### config.mk
export PLATFORM = sky130hd
export DESIGN_NAME = tmsq_device_flat
export DESIGN_NICKNAME = d
export VERILOG_FILES = /design/src/hdl/tmsq_pkg.sv /design/src/hdl/tmsq_link_if.sv /design/src/hdl/tmsq_device.sv /design/src/flat_wrapper.sv
export SDC_FILE = /design/constraint.sdc
export NUM_CORES = 1
export LEC_CHECK = 0
export ABC_CLOCK_PERIOD_IN_PS = 10600
export BUFFER_PORTS_ARGS = -buffer_cell sky130_fd_sc_hd__buf_2
export CAP_MARGIN = 20
export CELL_PAD_IN_SITES_DETAIL_PLACEMENT = 1
export CELL_PAD_IN_SITES_GLOBAL_PLACEMENT = 2
export CORE_AREA = 8 8 166 168
export CTS_BUF_LIST = sky130_fd_sc_hd__clkbuf_8
export DETAILED_ROUTE_END_ITERATION = 16
export DIE_AREA = 0 0 174 176
export PLACE_DENSITY = 0.94
export SETUP_SLACK_MARGIN = 0.05
export SLEW_MARGIN = 20
export SYNTH_ARGS = -nofsm -noshare
export SYNTH_HDL_FRONTEND = slang
export SYNTH_SLANG_ARGS = --single-unit
### constraint.sdc
create_clock -name aclk -period 10.6 [get_ports aclk]
set_input_delay 0 -clock aclk [delete_from_list [all_inputs] [get_ports aclk]]
set_output_delay 0 -clock aclk [all_outputs]
set_load 0.05 [all_outputs]
### src/hdl/tmsq_pkg.sv
// Package: constants, modes and timing for the mode sequencer and its host
//
// What this block does
// - Host waits 10 ms after power-on.
// - Host pulses reset low, waits 5 ms.
// - Reference clock activity signals device ready.
// - Preamble listen: wake every T1+T2, receive T2.
// - Preamble found: sequencer off, stay receiving.
// - Idle sleep; start goes low-power, then idle.
// - Receive setting 101 stops on sync.
// - Sync listen: receive only for timeout window.
// - Preamble before timeout: wait sync until T2.
// - Sync found: event, sequencer off, keep receiving.
// - Packet received raises host interrupt request.
// - Beacon: transmit each T1+T2, then idle.
// - Beacon loops until halt bit set.
// - Preamble on line 4 code 11 needs route bit.
// - Host sets first timer to 64 us.
// - Far transmitter preamble at least T1+2*T2.
package tmsq_pkg;
    localparam int CLK_MHZ = 25;
    localparam int POR_WAIT_MS = 10;
    localparam int MAN_WAIT_MS = 5;
    localparam int RESET_PULSE_US = 100;
    localparam int T1_MIN_US = 64;
    localparam int POR_WAIT_CYC = POR_WAIT_MS * 1000 * CLK_MHZ;
    localparam int MAN_WAIT_CYC = MAN_WAIT_MS * 1000 * CLK_MHZ;
    localparam int RESET_PULSE_CYC = RESET_PULSE_US * CLK_MHZ;
    localparam int T1_MIN_CYC = T1_MIN_US * CLK_MHZ;
    localparam int TW = 24;
    localparam logic [TW-1:0] T1_DEF = 24'h000640;
    localparam logic [TW-1:0] T2_DEF = 24'h000640;
    localparam logic [TW-1:0] RXTO_DEF = 24'h000100;
    // Chip modes
    localparam logic [2:0] MODE_SLEEP = 3'h0;
    localparam logic [2:0] MODE_STDBY = 3'h1;
    localparam logic [2:0] MODE_TX = 3'h3;
    localparam logic [2:0] MODE_RX = 3'h5;
    localparam logic [1:0] START_TO_LPS = 2'h0;
    localparam logic [2:0] RXT_OFF_PRE = 3'h6;
    localparam logic [2:0] RXT_OFF_SYNC = 3'h5;
    localparam logic [1:0] RXTO_TO_LPS = 2'h2;
    localparam logic [1:0] MAP_PREAMBLE = 2'h3;
    localparam logic [1:0] MAP_SYNC = 2'h3;
    localparam logic [1:0] MAP_CHECK = 2'h1;
    // Host register map (AXI4-Lite byte offsets)
    localparam logic [7:0] REG_CTRL = 8'h00;
    localparam logic [7:0] REG_CFG = 8'h04;
    localparam logic [7:0] REG_T1 = 8'h08;
    localparam logic [7:0] REG_T2 = 8'h0C;
    localparam logic [7:0] REG_RXTO = 8'h10;
    localparam logic [7:0] REG_STAT = 8'h14;
    localparam logic [7:0] REG_MODE = 8'h18;
    localparam logic [1:0] RESP_OK = 2'h0;
    localparam logic [1:0] RESP_ERR = 2'h2;
    // CTRL bits
    localparam int CTRL_START = 0;
    localparam int CTRL_HALT = 1;
    localparam int CTRL_RESET = 2;
    localparam int CTRL_WMODE = 3;
    typedef struct packed {
        logic idle_power_select;
        logic [1:0] start_transition;
        logic low_power_choice;
        logic idle_transition;
        logic [2:0] rx_transition;
        logic [1:0] rx_timeout_transition;
        logic tx_transition;
        logic beacon_repeat_enable;
        logic preamble_event_route_bit;
        logic [1:0] map_line4;
        logic [1:0] map_line2;
        logic [1:0] map_line0;
    } tmsq_cfg_t;
    localparam int CFG_W = 19;
endpackage

### src/hdl/tmsq_link_if.sv
// Interface: config, mode and event wires between host and device
`timescale 1ns/1ns
interface tmsq_link_if;
    import tmsq_pkg::*;
    logic ext_reset_n;
    logic ref_clock_out;
    logic cfg_we;
    tmsq_cfg_t cfg;
    logic [TW-1:0] t1_len;
    logic [TW-1:0] t2_len;
    logic [TW-1:0] rxto_len;
    logic start_pulse;
    logic seq_halt_bit;
    logic mode_we;
    logic [2:0] mode_wdata;
    logic [2:0] chip_mode;
    logic seq_on;
    logic event_line_4;
    logic event_line_2;
    logic event_line_0;
    logic irq;
    modport device (
        input ext_reset_n, cfg_we, cfg, t1_len, t2_len, rxto_len, start_pulse,
        input seq_halt_bit, mode_we, mode_wdata,
        output ref_clock_out, chip_mode, seq_on, event_line_4, event_line_2,
        output event_line_0, irq
    );
    modport host (
        output ext_reset_n, cfg_we, cfg, t1_len, t2_len, rxto_len, start_pulse,
        output seq_halt_bit, mode_we, mode_wdata,
        input ref_clock_out, chip_mode, seq_on, event_line_4, event_line_2,
        input event_line_0, irq
    );
endinterface

### src/hdl/tmsq_device.sv
// Device end: top mode sequencer with listen and beacon behaviour
`timescale 1ns/1ns
module tmsq_device
    import tmsq_pkg::*;
(
    // Clock and reset
    input wire logic aclk,
    input wire logic aresetn,
    // Link
    tmsq_link_if.device lnk,
    // Radio event inputs
    input wire logic preamble_found_event,
    input wire logic sync_match_event,
    input wire logic tx_done_event,
    input wire logic rx_payload_event,
    input wire logic check_pass_event
);
    typedef enum logic [5:0] {
        S_OFF = 6'h01,
        S_LPS = 6'h02,
        S_IDLE = 6'h04,
        S_RX = 6'h08,
        S_TX = 6'h10,
        S_BOOT = 6'h20
    } tmsq_st_t;
    typedef struct packed {
        tmsq_st_t st;
        tmsq_cfg_t cfg;
        logic [TW-1:0] t1;
        logic [TW-1:0] t2;
        logic [TW-1:0] rxto;
        logic [TW-1:0] cnt;
        logic [TW-1:0] wcnt;
        logic t2_run;
        logic [2:0] mode;
        logic [2:0] ev_s1;
        logic [2:0] ev_s2;
        logic [1:0] rst_s;
        logic [1:0] ctl_s1;
        logic [1:0] ctl_s2;
        logic [1:0] pr_s1;
        logic [1:0] pr_s2;
        logic [1:0] ex_s1;
        logic [1:0] ex_s2;
        logic [2:0] lines;
        logic irq;
        logic ckdiv;
        logic ready;
        logic [15:0] boot;
        logic pre_seen;
    } tmsq_dev_t;
    tmsq_dev_t r;
    tmsq_dev_t next_r;
    logic pre_ev;
    logic sync_ev;
    logic sent_ev;
    always_comb begin
        next_r = r;
        // Pin inputs and host strobes through two flops; config, lengths and mode data are taken directly
        next_r.ev_s1 = {preamble_found_event, sync_match_event, tx_done_event};
        next_r.ev_s2 = r.ev_s1;
        next_r.rst_s = {r.rst_s[0], lnk.ext_reset_n};
        next_r.ctl_s1 = {lnk.start_pulse, lnk.seq_halt_bit};
        next_r.ctl_s2 = r.ctl_s1;
        next_r.pr_s1 = {rx_payload_event, check_pass_event};
        next_r.pr_s2 = r.pr_s1;
        next_r.ex_s1 = {lnk.mode_we, lnk.cfg_we};
        next_r.ex_s2 = r.ex_s1;
        pre_ev = r.ev_s2[2];
        sync_ev = r.ev_s2[1];
        sent_ev = r.ev_s2[0];
        if (r.ex_s2[0]) begin
            next_r.cfg = lnk.cfg;
            next_r.t1 = lnk.t1_len;
            next_r.t2 = lnk.t2_len;
            next_r.rxto = lnk.rxto_len;
        end
        next_r.cnt = r.cnt + 24'h000001;
        next_r.wcnt = r.wcnt + 24'h000001;
        unique case (r.st)
            S_BOOT: begin
                next_r.boot = r.boot + 16'h0001;
                if (&r.boot) begin
                    next_r.ready = 1'b1;
                    next_r.st = S_OFF;
                end
            end
            S_OFF: begin
                if (r.ex_s2[1]) begin
                    next_r.mode = lnk.mode_wdata;
                end
                if (r.ctl_s2[1] && !r.ctl_s2[0]) begin
                    next_r.st = S_LPS;
                end
            end
            S_LPS: begin
                if (r.cfg.start_transition == START_TO_LPS && r.cfg.low_power_choice) begin
                    next_r.st = S_IDLE;
                    next_r.cnt = '0;
                    next_r.mode = r.cfg.idle_power_select ? MODE_SLEEP : MODE_STDBY;
                end else begin
                    next_r.st = S_OFF;
                end
            end
            S_IDLE: begin
                if (r.cnt >= r.t1) begin
                    next_r.cnt = '0;
                    next_r.wcnt = '0;
                    next_r.t2_run = 1'b1;
                    next_r.pre_seen = 1'b0;
                    if (r.cfg.idle_transition) begin
                        next_r.st = S_RX;
                        next_r.mode = MODE_RX;
                    end else begin
                        next_r.st = S_TX;
                        next_r.mode = MODE_TX;
                    end
                end
            end
            S_RX: begin
                if (pre_ev) begin
                    next_r.pre_seen = 1'b1;
                end
                if (r.cfg.rx_transition == RXT_OFF_PRE && pre_ev) begin
                    next_r.st = S_OFF;
                end else if (r.cfg.rx_transition == RXT_OFF_SYNC && sync_ev) begin
                    next_r.st = S_OFF;
                end else if (r.cfg.rx_transition == RXT_OFF_SYNC && !r.t2_run) begin
                    next_r.st = S_LPS;
                end else if (r.cfg.rx_transition == RXT_OFF_SYNC
                             && r.cfg.rx_timeout_transition == RXTO_TO_LPS
                             && r.wcnt >= r.rxto && !pre_ev && !r.pre_seen && r.t2_run
                             && r.cnt < r.rxto + 24'h000001) begin
                    next_r.st = S_LPS;
                end else if (r.cfg.rx_transition == RXT_OFF_PRE && r.cnt >= r.t2) begin
                    next_r.st = S_LPS;
                end
                if (r.cnt >= r.t2) begin
                    next_r.t2_run = 1'b0;
                end
            end
            S_TX: begin
                if (sent_ev && !r.cfg.tx_transition) begin
                    next_r.st = S_LPS;
                end
            end
            default: next_r.st = S_OFF;
        endcase
        // low power fills the rest of T2 after early exit
        if (r.st == S_LPS && r.t2_run) begin
            next_r.st = S_LPS;
            next_r.cnt = r.cnt + 24'h000001;
            next_r.mode = r.cfg.idle_power_select ? MODE_SLEEP : MODE_STDBY;
            if (r.cnt >= r.t2) begin
                next_r.t2_run = 1'b0;
            end
        end
        if (r.ctl_s2[0] && r.st != S_BOOT) begin
            next_r.st = S_OFF;
            next_r.t2_run = 1'b0;
        end
        // Event routing
        next_r.lines[2] = (r.cfg.map_line4 == MAP_PREAMBLE) && r.cfg.preamble_event_route_bit
            && pre_ev;
        next_r.lines[1] = (r.cfg.map_line2 == MAP_SYNC) && sync_ev;
        next_r.lines[0] = (r.cfg.map_line0 == MAP_CHECK) && r.pr_s2[0];
        next_r.irq = r.pr_s2[1];
        next_r.ckdiv = r.ready ? ~r.ckdiv : 1'b0;
        if (!r.rst_s[1]) begin
            next_r.st = S_BOOT;
            next_r.boot = '0;
            next_r.ready = 1'b0;
            next_r.mode = MODE_STDBY;
        end
    end
    always_ff @(posedge aclk) begin
        if (!aresetn) begin
            r <= '0;
            r.st <= S_BOOT;
            r.mode <= MODE_STDBY;
            r.t1 <= T1_DEF;
            r.t2 <= T2_DEF;
            r.rxto <= RXTO_DEF;
            r.rst_s <= 2'h3;
        end else begin
            r <= next_r;
        end
    end
    // Outputs straight from flops, seq_on decoded from the state register
    assign lnk.ref_clock_out = r.ckdiv;
    assign lnk.chip_mode = r.mode;
    assign lnk.seq_on = (r.st != S_OFF) && (r.st != S_BOOT);
    assign lnk.event_line_4 = r.lines[2];
    assign lnk.event_line_2 = r.lines[1];
    assign lnk.event_line_0 = r.lines[0];
    assign lnk.irq = r.irq;
endmodule

### src/flat_wrapper.sv
// flat-port wrapper written by rule: the top's interface ports become plain ports
module tmsq_device_flat import tmsq_pkg::*;
  (aclk, aresetn, preamble_found_event, sync_match_event, tx_done_event, rx_payload_event, check_pass_event, lnk_ext_reset_n, lnk_cfg_we, lnk_cfg, lnk_t1_len, lnk_t2_len, lnk_rxto_len, lnk_start_pulse, lnk_seq_halt_bit, lnk_mode_we, lnk_mode_wdata, lnk_ref_clock_out, lnk_chip_mode, lnk_seq_on, lnk_event_line_4, lnk_event_line_2, lnk_event_line_0, lnk_irq);
  tmsq_link_if lnk_i ();
  input wire logic aclk;
  input wire logic aresetn;
  input wire logic preamble_found_event;
  input wire logic sync_match_event;
  input wire logic tx_done_event;
  input wire logic rx_payload_event;
  input wire logic check_pass_event;
  input wire logic [$bits(lnk_i.ext_reset_n)-1:0] lnk_ext_reset_n;
  input wire logic [$bits(lnk_i.cfg_we)-1:0] lnk_cfg_we;
  input wire logic [$bits(lnk_i.cfg)-1:0] lnk_cfg;
  input wire logic [$bits(lnk_i.t1_len)-1:0] lnk_t1_len;
  input wire logic [$bits(lnk_i.t2_len)-1:0] lnk_t2_len;
  input wire logic [$bits(lnk_i.rxto_len)-1:0] lnk_rxto_len;
  input wire logic [$bits(lnk_i.start_pulse)-1:0] lnk_start_pulse;
  input wire logic [$bits(lnk_i.seq_halt_bit)-1:0] lnk_seq_halt_bit;
  input wire logic [$bits(lnk_i.mode_we)-1:0] lnk_mode_we;
  input wire logic [$bits(lnk_i.mode_wdata)-1:0] lnk_mode_wdata;
  output wire logic [$bits(lnk_i.ref_clock_out)-1:0] lnk_ref_clock_out;
  output wire logic [$bits(lnk_i.chip_mode)-1:0] lnk_chip_mode;
  output wire logic [$bits(lnk_i.seq_on)-1:0] lnk_seq_on;
  output wire logic [$bits(lnk_i.event_line_4)-1:0] lnk_event_line_4;
  output wire logic [$bits(lnk_i.event_line_2)-1:0] lnk_event_line_2;
  output wire logic [$bits(lnk_i.event_line_0)-1:0] lnk_event_line_0;
  output wire logic [$bits(lnk_i.irq)-1:0] lnk_irq;
  assign lnk_i.ext_reset_n = lnk_ext_reset_n;
  assign lnk_i.cfg_we = lnk_cfg_we;
  assign lnk_i.cfg = lnk_cfg;
  assign lnk_i.t1_len = lnk_t1_len;
  assign lnk_i.t2_len = lnk_t2_len;
  assign lnk_i.rxto_len = lnk_rxto_len;
  assign lnk_i.start_pulse = lnk_start_pulse;
  assign lnk_i.seq_halt_bit = lnk_seq_halt_bit;
  assign lnk_i.mode_we = lnk_mode_we;
  assign lnk_i.mode_wdata = lnk_mode_wdata;
  assign lnk_ref_clock_out = lnk_i.ref_clock_out;
  assign lnk_chip_mode = lnk_i.chip_mode;
  assign lnk_seq_on = lnk_i.seq_on;
  assign lnk_event_line_4 = lnk_i.event_line_4;
  assign lnk_event_line_2 = lnk_i.event_line_2;
  assign lnk_event_line_0 = lnk_i.event_line_0;
  assign lnk_irq = lnk_i.irq;
  tmsq_device u_core (.aclk(aclk), .aresetn(aresetn), .lnk(lnk_i), .preamble_found_event(preamble_found_event), .sync_match_event(sync_match_event), .tx_done_event(tx_done_event), .rx_payload_event(rx_payload_event), .check_pass_event(check_pass_event));
endmodule
# After elaboration in Yosys (flattened, before gate mapping)
# Cells that the tools add are included.
# totals
register_bits,191
latchBits,0
ram_bits,0
rom_bits,0
in_bits,106
output_inout_bits,9
elab_cells,150
mem_count,0
# classes
add_sub_neg,4
n_mul,0
div,0
n_lt_le_gt_ge,4
eq_ne,32
n_shift,0
mux,31
bitwise,3
reduce_logical,40
# ops
operator,n
$add 24x1->24 const B,3
$ge 24x24->1,3
$mux 24,3
$mux 6,11
$mux 52,1
$pmux 24 s2,1
$pmux 6 s6,1
$lt 24x24->1,1
$logic_and 1x1->1,20
$reduce_and 17->1,1
$add 16x1->16 const B,1
$ne 4x1->1 const B,4
$reduce_and 16->1,1
$ne 3x1->1 const B,5
$reduce_and 5->1,3
$mux 3,4
$ne 6x1->1 const B,2
$ne 2x1->1 const B,5
$pmux 3 s3,1
$ne 8x1->1 const B,1
$ne 7x1->1 const B,1
$eq 2x2->1 const B,3
$eq 3x3->1 const B,2
$eq 6x1->1 const B,1
other kinds (23),35

# Depth between registers and ports, before layout
# logic_depth
word_depth,14
mapped_depth,15
depth_no_buf,15

# Worst setup path after synthesis
# OpenSTA, ideal clock, no wires.
# synth_timing
path_kind,flip-flop to flip-flop
from,register u_core.r[95] in the netlist's numbering
to,register u_core.r[186] in the netlist's numbering
setup_ns,0.074
t_arrival_ns,3.251
t_required_ns,10.526
setup_slack_ns,7.275
path_stages_with_launch,15
n_path_buf,0
period_less_slack_ns,3.325
path_cell_list,dfxtp_1 > ha_1 > nand3_1 > nor4_1 > and3_1 > xnor2_1 > ha_1 > and3_1 > nand3_1 > a21oi_1 > a211o_1 > a221o_1 > o221ai_1 > nand3_1 > a31oi_1
# synth_between
elab_chain_len,13
elab_cells_between_ends,17
cone_classes,add/sub (1); order compare (2); eq/ne (1); mux (7); reduce/logical (6)
# synth_rtl
item,line,rtl
from (decl),tmsq_device.sv:52,tmsq_dev_t r;
from (signal assigned),tmsq_device.sv:186,r <= next_r;
branches (longest 5 deep; another with $add 24x1->24),--,
$logic_and 1x1->1 (*),tmsq_device.sv:133,&& r.cnt < r.rxto + 24'h000001) begin
$mux 6,tmsq_device.sv:130,end else if (r.cfg.rx_transition == RXT_OFF_SYNC
$mux 6,tmsq_device.sv:128,end else if (r.cfg.rx_transition == RXT_OFF_SYNC && !r.t2_run) begin
$mux 6,tmsq_device.sv:126,end else if (r.cfg.rx_transition == RXT_OFF_SYNC && sync_ev) begin
$mux 6,tmsq_device.sv:124,if (r.cfg.rx_transition == RXT_OFF_PRE && pre_ev) begin
$pmux 6 s6,tmsq_device.sv:80,unique case (r.st)
$mux 6,tmsq_device.sv:150,if (r.st == S_LPS && r.t2_run) begin
$mux 6,tmsq_device.sv:158,if (r.ctl_s2[0] && r.st != S_BOOT) begin
# Every way passes the cells marked *.
# A chain may end at the register's enable or synchronous reset.

# Worst setup path in the final report
# layout_timing
from,register u_core.r[97] in the netlist's numbering
to,register u_core.r[186] in the netlist's numbering
# Same word-level chain as after synthesis.

==> impl_metrics.yaml <==
status:
  status: "complete, no violations"
setup_path:
  rrSetupSlack_ns: 6.43
  cp_max_fo: 6
  path_cells: "nand4_1, nor4_1, nand2_1, nor4_1, xnor2_1, ha_1, a2111oi_0, nand3_1, a221o_1, o221ai_1, nand3_1, a31oi_1"
  cp_num_buf_inv: 0
  crit_required_ns: 11.01
  critPathLaunchType: "register"
  cp-end-kind: "register"
  critPathTopFamily: "simple AND/OR/NAND/NOR gates"
  critical_path_class: "register to register"
  cpPeakStageDelay_ns: 0.68
  slowest_stage: "nor4_1"
  r2r_cells: 12
  crit_arrival_ns: 4.59
  timing.rr.start: "u_core.r[97]"
  r2r-end: "u_core.r[186]"
clock_tree:
  cts_resized: 0
  clock-sinks: 191
  cts_setup_buffers: 0
  path_clk_slew_ns: 0.13
  cts_tree: "done"
  numCtsBuffers: 17
  clock_latency_ns: 0.49
  clk_path_buf_depth: 2
  cts_root_buffer: "clkbuf_8"
  htree_levels: 4
die:
  ios: 115
  die_h_um: 176
  rows: 58
  die_width_um: 174
  die-area_um2: 30600
  core_um2: 24800
  start_util_pct: 40.2
timing:
  holdWs_ns: 0.241
  max_freq_ghz: 0.240
  hold_violations: 0
  setup_ws_ns: 6.43
  slew_headroom_pct: 31.6
  setup_viol: 0
  finClkSkew_ns: 0.0309
  fin_crit_ns: 4.17
  fin_crit_sh_pct: 39.4
  tightest_slew_ns: 1.03
  setup_tns_ns: 0
  grt_setup_unrepaired: "false"
  slew_viol_final: 0
job:
  drv_cap: 0
final_layout:
  finish.utilization_pct: 50.6
  area_delta_synth_final_pct: 25.7
  drive_above_1_share_pct: 11.7
  final_cell_count_no_fill: 1664
  fin_nets: 1526
  fillers: 2922
  stdcell_area_um2: 12500
  antenna_cells: 0
route:
  via_per_inst: 5.09
  vias: 8466
  drtAntennaViolNets: 0
  drtIter0Drc: 297
  wirelength_um: 28700
  wl_per_cell_um: 17.3
  first_pass_iters: 4
  drc: 0
synthesis:
  synth_area_um2: 9980
  synth.most_common_cell: "dfxtp_1"
  ys_warn_count: 0
  ys.flop_type: "dfxtp_1"
  synth_top_cells_by_count: "191 x dfxtp_1, 99 x ha_1, 89 x nor2_1, 89 x nor2b_1, 86 x mux2i_1"
  synth_top_area_share_pct: 38.3
  synth.area.top_cells: "dfxtp_1 38%, ha_1 12%, mux2i_1 8.6%"
  avgSynthCellArea_um2: 9.13
  synth_cell_types: 55
  ys_seq_area_share_pct: 38.3
  synth_edf_count: 0
  synth_top_cell_by_area: "dfxtp_1"
  synth_cells: 1094
  async_flop_share_pct: 0
  syn-num-nets: 1299
  ys_ff_latch: 191
placed_design:
  dp.cells: 1505
  hpwl_um: 19600
  place_ws_ns: 6.54
  io_buffers: 113
  place_congestion: 0.847
  placed_area_um2: 10800
min_path:
  hold_path_depth: 3
  whs_endpoint: "u_core.next_r[28]"
  min_from: "rx_payload_event"
  hp-class: "primary input to register"
grt:
  grt_pass1_wl_um: 47600
  grt_pass1_vias: 9267
  globalRoute.totalOverflow: 0
  grt_max_degree: 90
  grt_use_total_pct: 18.9
  antenna_found_initial: 0
power_and_ir_drop:
  p_per_area_nw_per_um2: 113
  p_leak_nw: 5.01
  p_total_mw: 1.42
  irDropWorstVdd_mv: 0.0651
-- registers in the layout, indices dropped and copies added (netlist names) --
register,flops
u_core.r,171
u_core.pre_ev,1
u_core.lnk.chip_mode,3
u_core.lnk.irq,1
u_core.lnk.ref_clock_out,1
u_core.lnk.event_line_0,1
u_core.lnk.event_line_2,1
u_core.next_r,11
u_core.lnk.event_line_4,1
-- worst max-delay path by stage --
stage | startpoint | endpoint | slack (ns) | cells after the start
after floorplan | u_core.r[95] | u_core.r[186] | 7.27 | 14
after global placement | u_core.r[95] | u_core.r[186] | 6.70 | 14
after detailed placement | u_core.r[97] | u_core.r[186] | 6.54 | 12
after CTS | u_core.r[97] | u_core.r[186] | 6.45 | 12
after global routing | u_core.r[97] | u_core.r[186] | 6.02 | 12
final | u_core.r[97] | u_core.r[186] | 6.43 | 12
-- placed cells by master (no fill, tap or decap), types with 3 or more instances in the layout --
cell	n
nor2_1	89
and4_1	3
or3_1	9
a21oi_1	35
nor3b_1	5
buf_2	112
inv_8	5
nor3_1	14
a21boi_0	3
a21o_1	6
nor2b_1	89
inv_1	85
mux2i_1	86
and2_1	21
nand3_1	46
o211ai_1	9
dlygate4sd3_1	127
nand2b_1	8
nand3b_1	5
xnor2_1	44
clkbuf_8	17
a2111oi_0	7
a211oi_1	9
ha_1	99
nand4_1	25
dfxtp_1	190
o21a_1	5
buf_4	5
nor4_1	6
o22ai_1	5
and3_1	19
xor2_1	33
nand2_1	50
clkinv_8	5
o21ai_0	24
-- cells by family after synthesis --
group	Yosys count	share of synthesized area [%]
AO/OA/AOI/OAI	121	7.91
XOR/XNOR	77	6.75
adder cells (fa/ha/maj)	99	12.4
buffers and inverters	122	4.74
flip-flops	191	38.3
multiplexers	86	8.62
AND/OR/NAND/NOR	398	21.3
-- report_power, final --
part | switching, mW | internal, mW
combinational | 0.0670 | 0.0846
sequential | 0.0192 | 0.736
clock | 0.325 | 0.187
total | 0.412 | 1.01
-- worst min-delay path, cell delays in order --
cell           delay (ns)
dlygate4sd3_1        0.51
buf_2                0.09
and2_1               0.10
-- what timing repair did --
| item | in CTS | in global routing |
|---|---|---|
| setup endpoints to repair | 0 | 0 |
| hold buffers | 127 | 0 |
| endpoints found under the hold margin | 110 | 0 |
-- cell type report --
type	count	area, um2	share of cell area, %
Tap cell	330	413	3.29
Inverter	86	323	2.57
Sequential cell	191	3830	30.5
Timing Repair Buffer	244	1870	14.9
Clock inverter	15	195	1.56
Clock buffer	17	234	1.86
Multi-Input combinational cell	781	5690	45.3
-- routing by layer --
| layer | wire (um) | vias to the layer above | track usage [%] | part of all wire, % |
|---|---|---|---|---|
| met2 | 14900 | 131 | 35.3 | 52 |
| met1 | 12500 | 4100 | 21.6 | 44 |
| met3 | 865 | 27 | 3.57 | 3.0 |
| li1 | - | 4208 | - | - |
| met5 | 0 | - | 0 | 0 |
| met4 | 433 | 0 | 5.13 | 1.5 |
No activity file was read; power rests on OpenSTA's default activity.
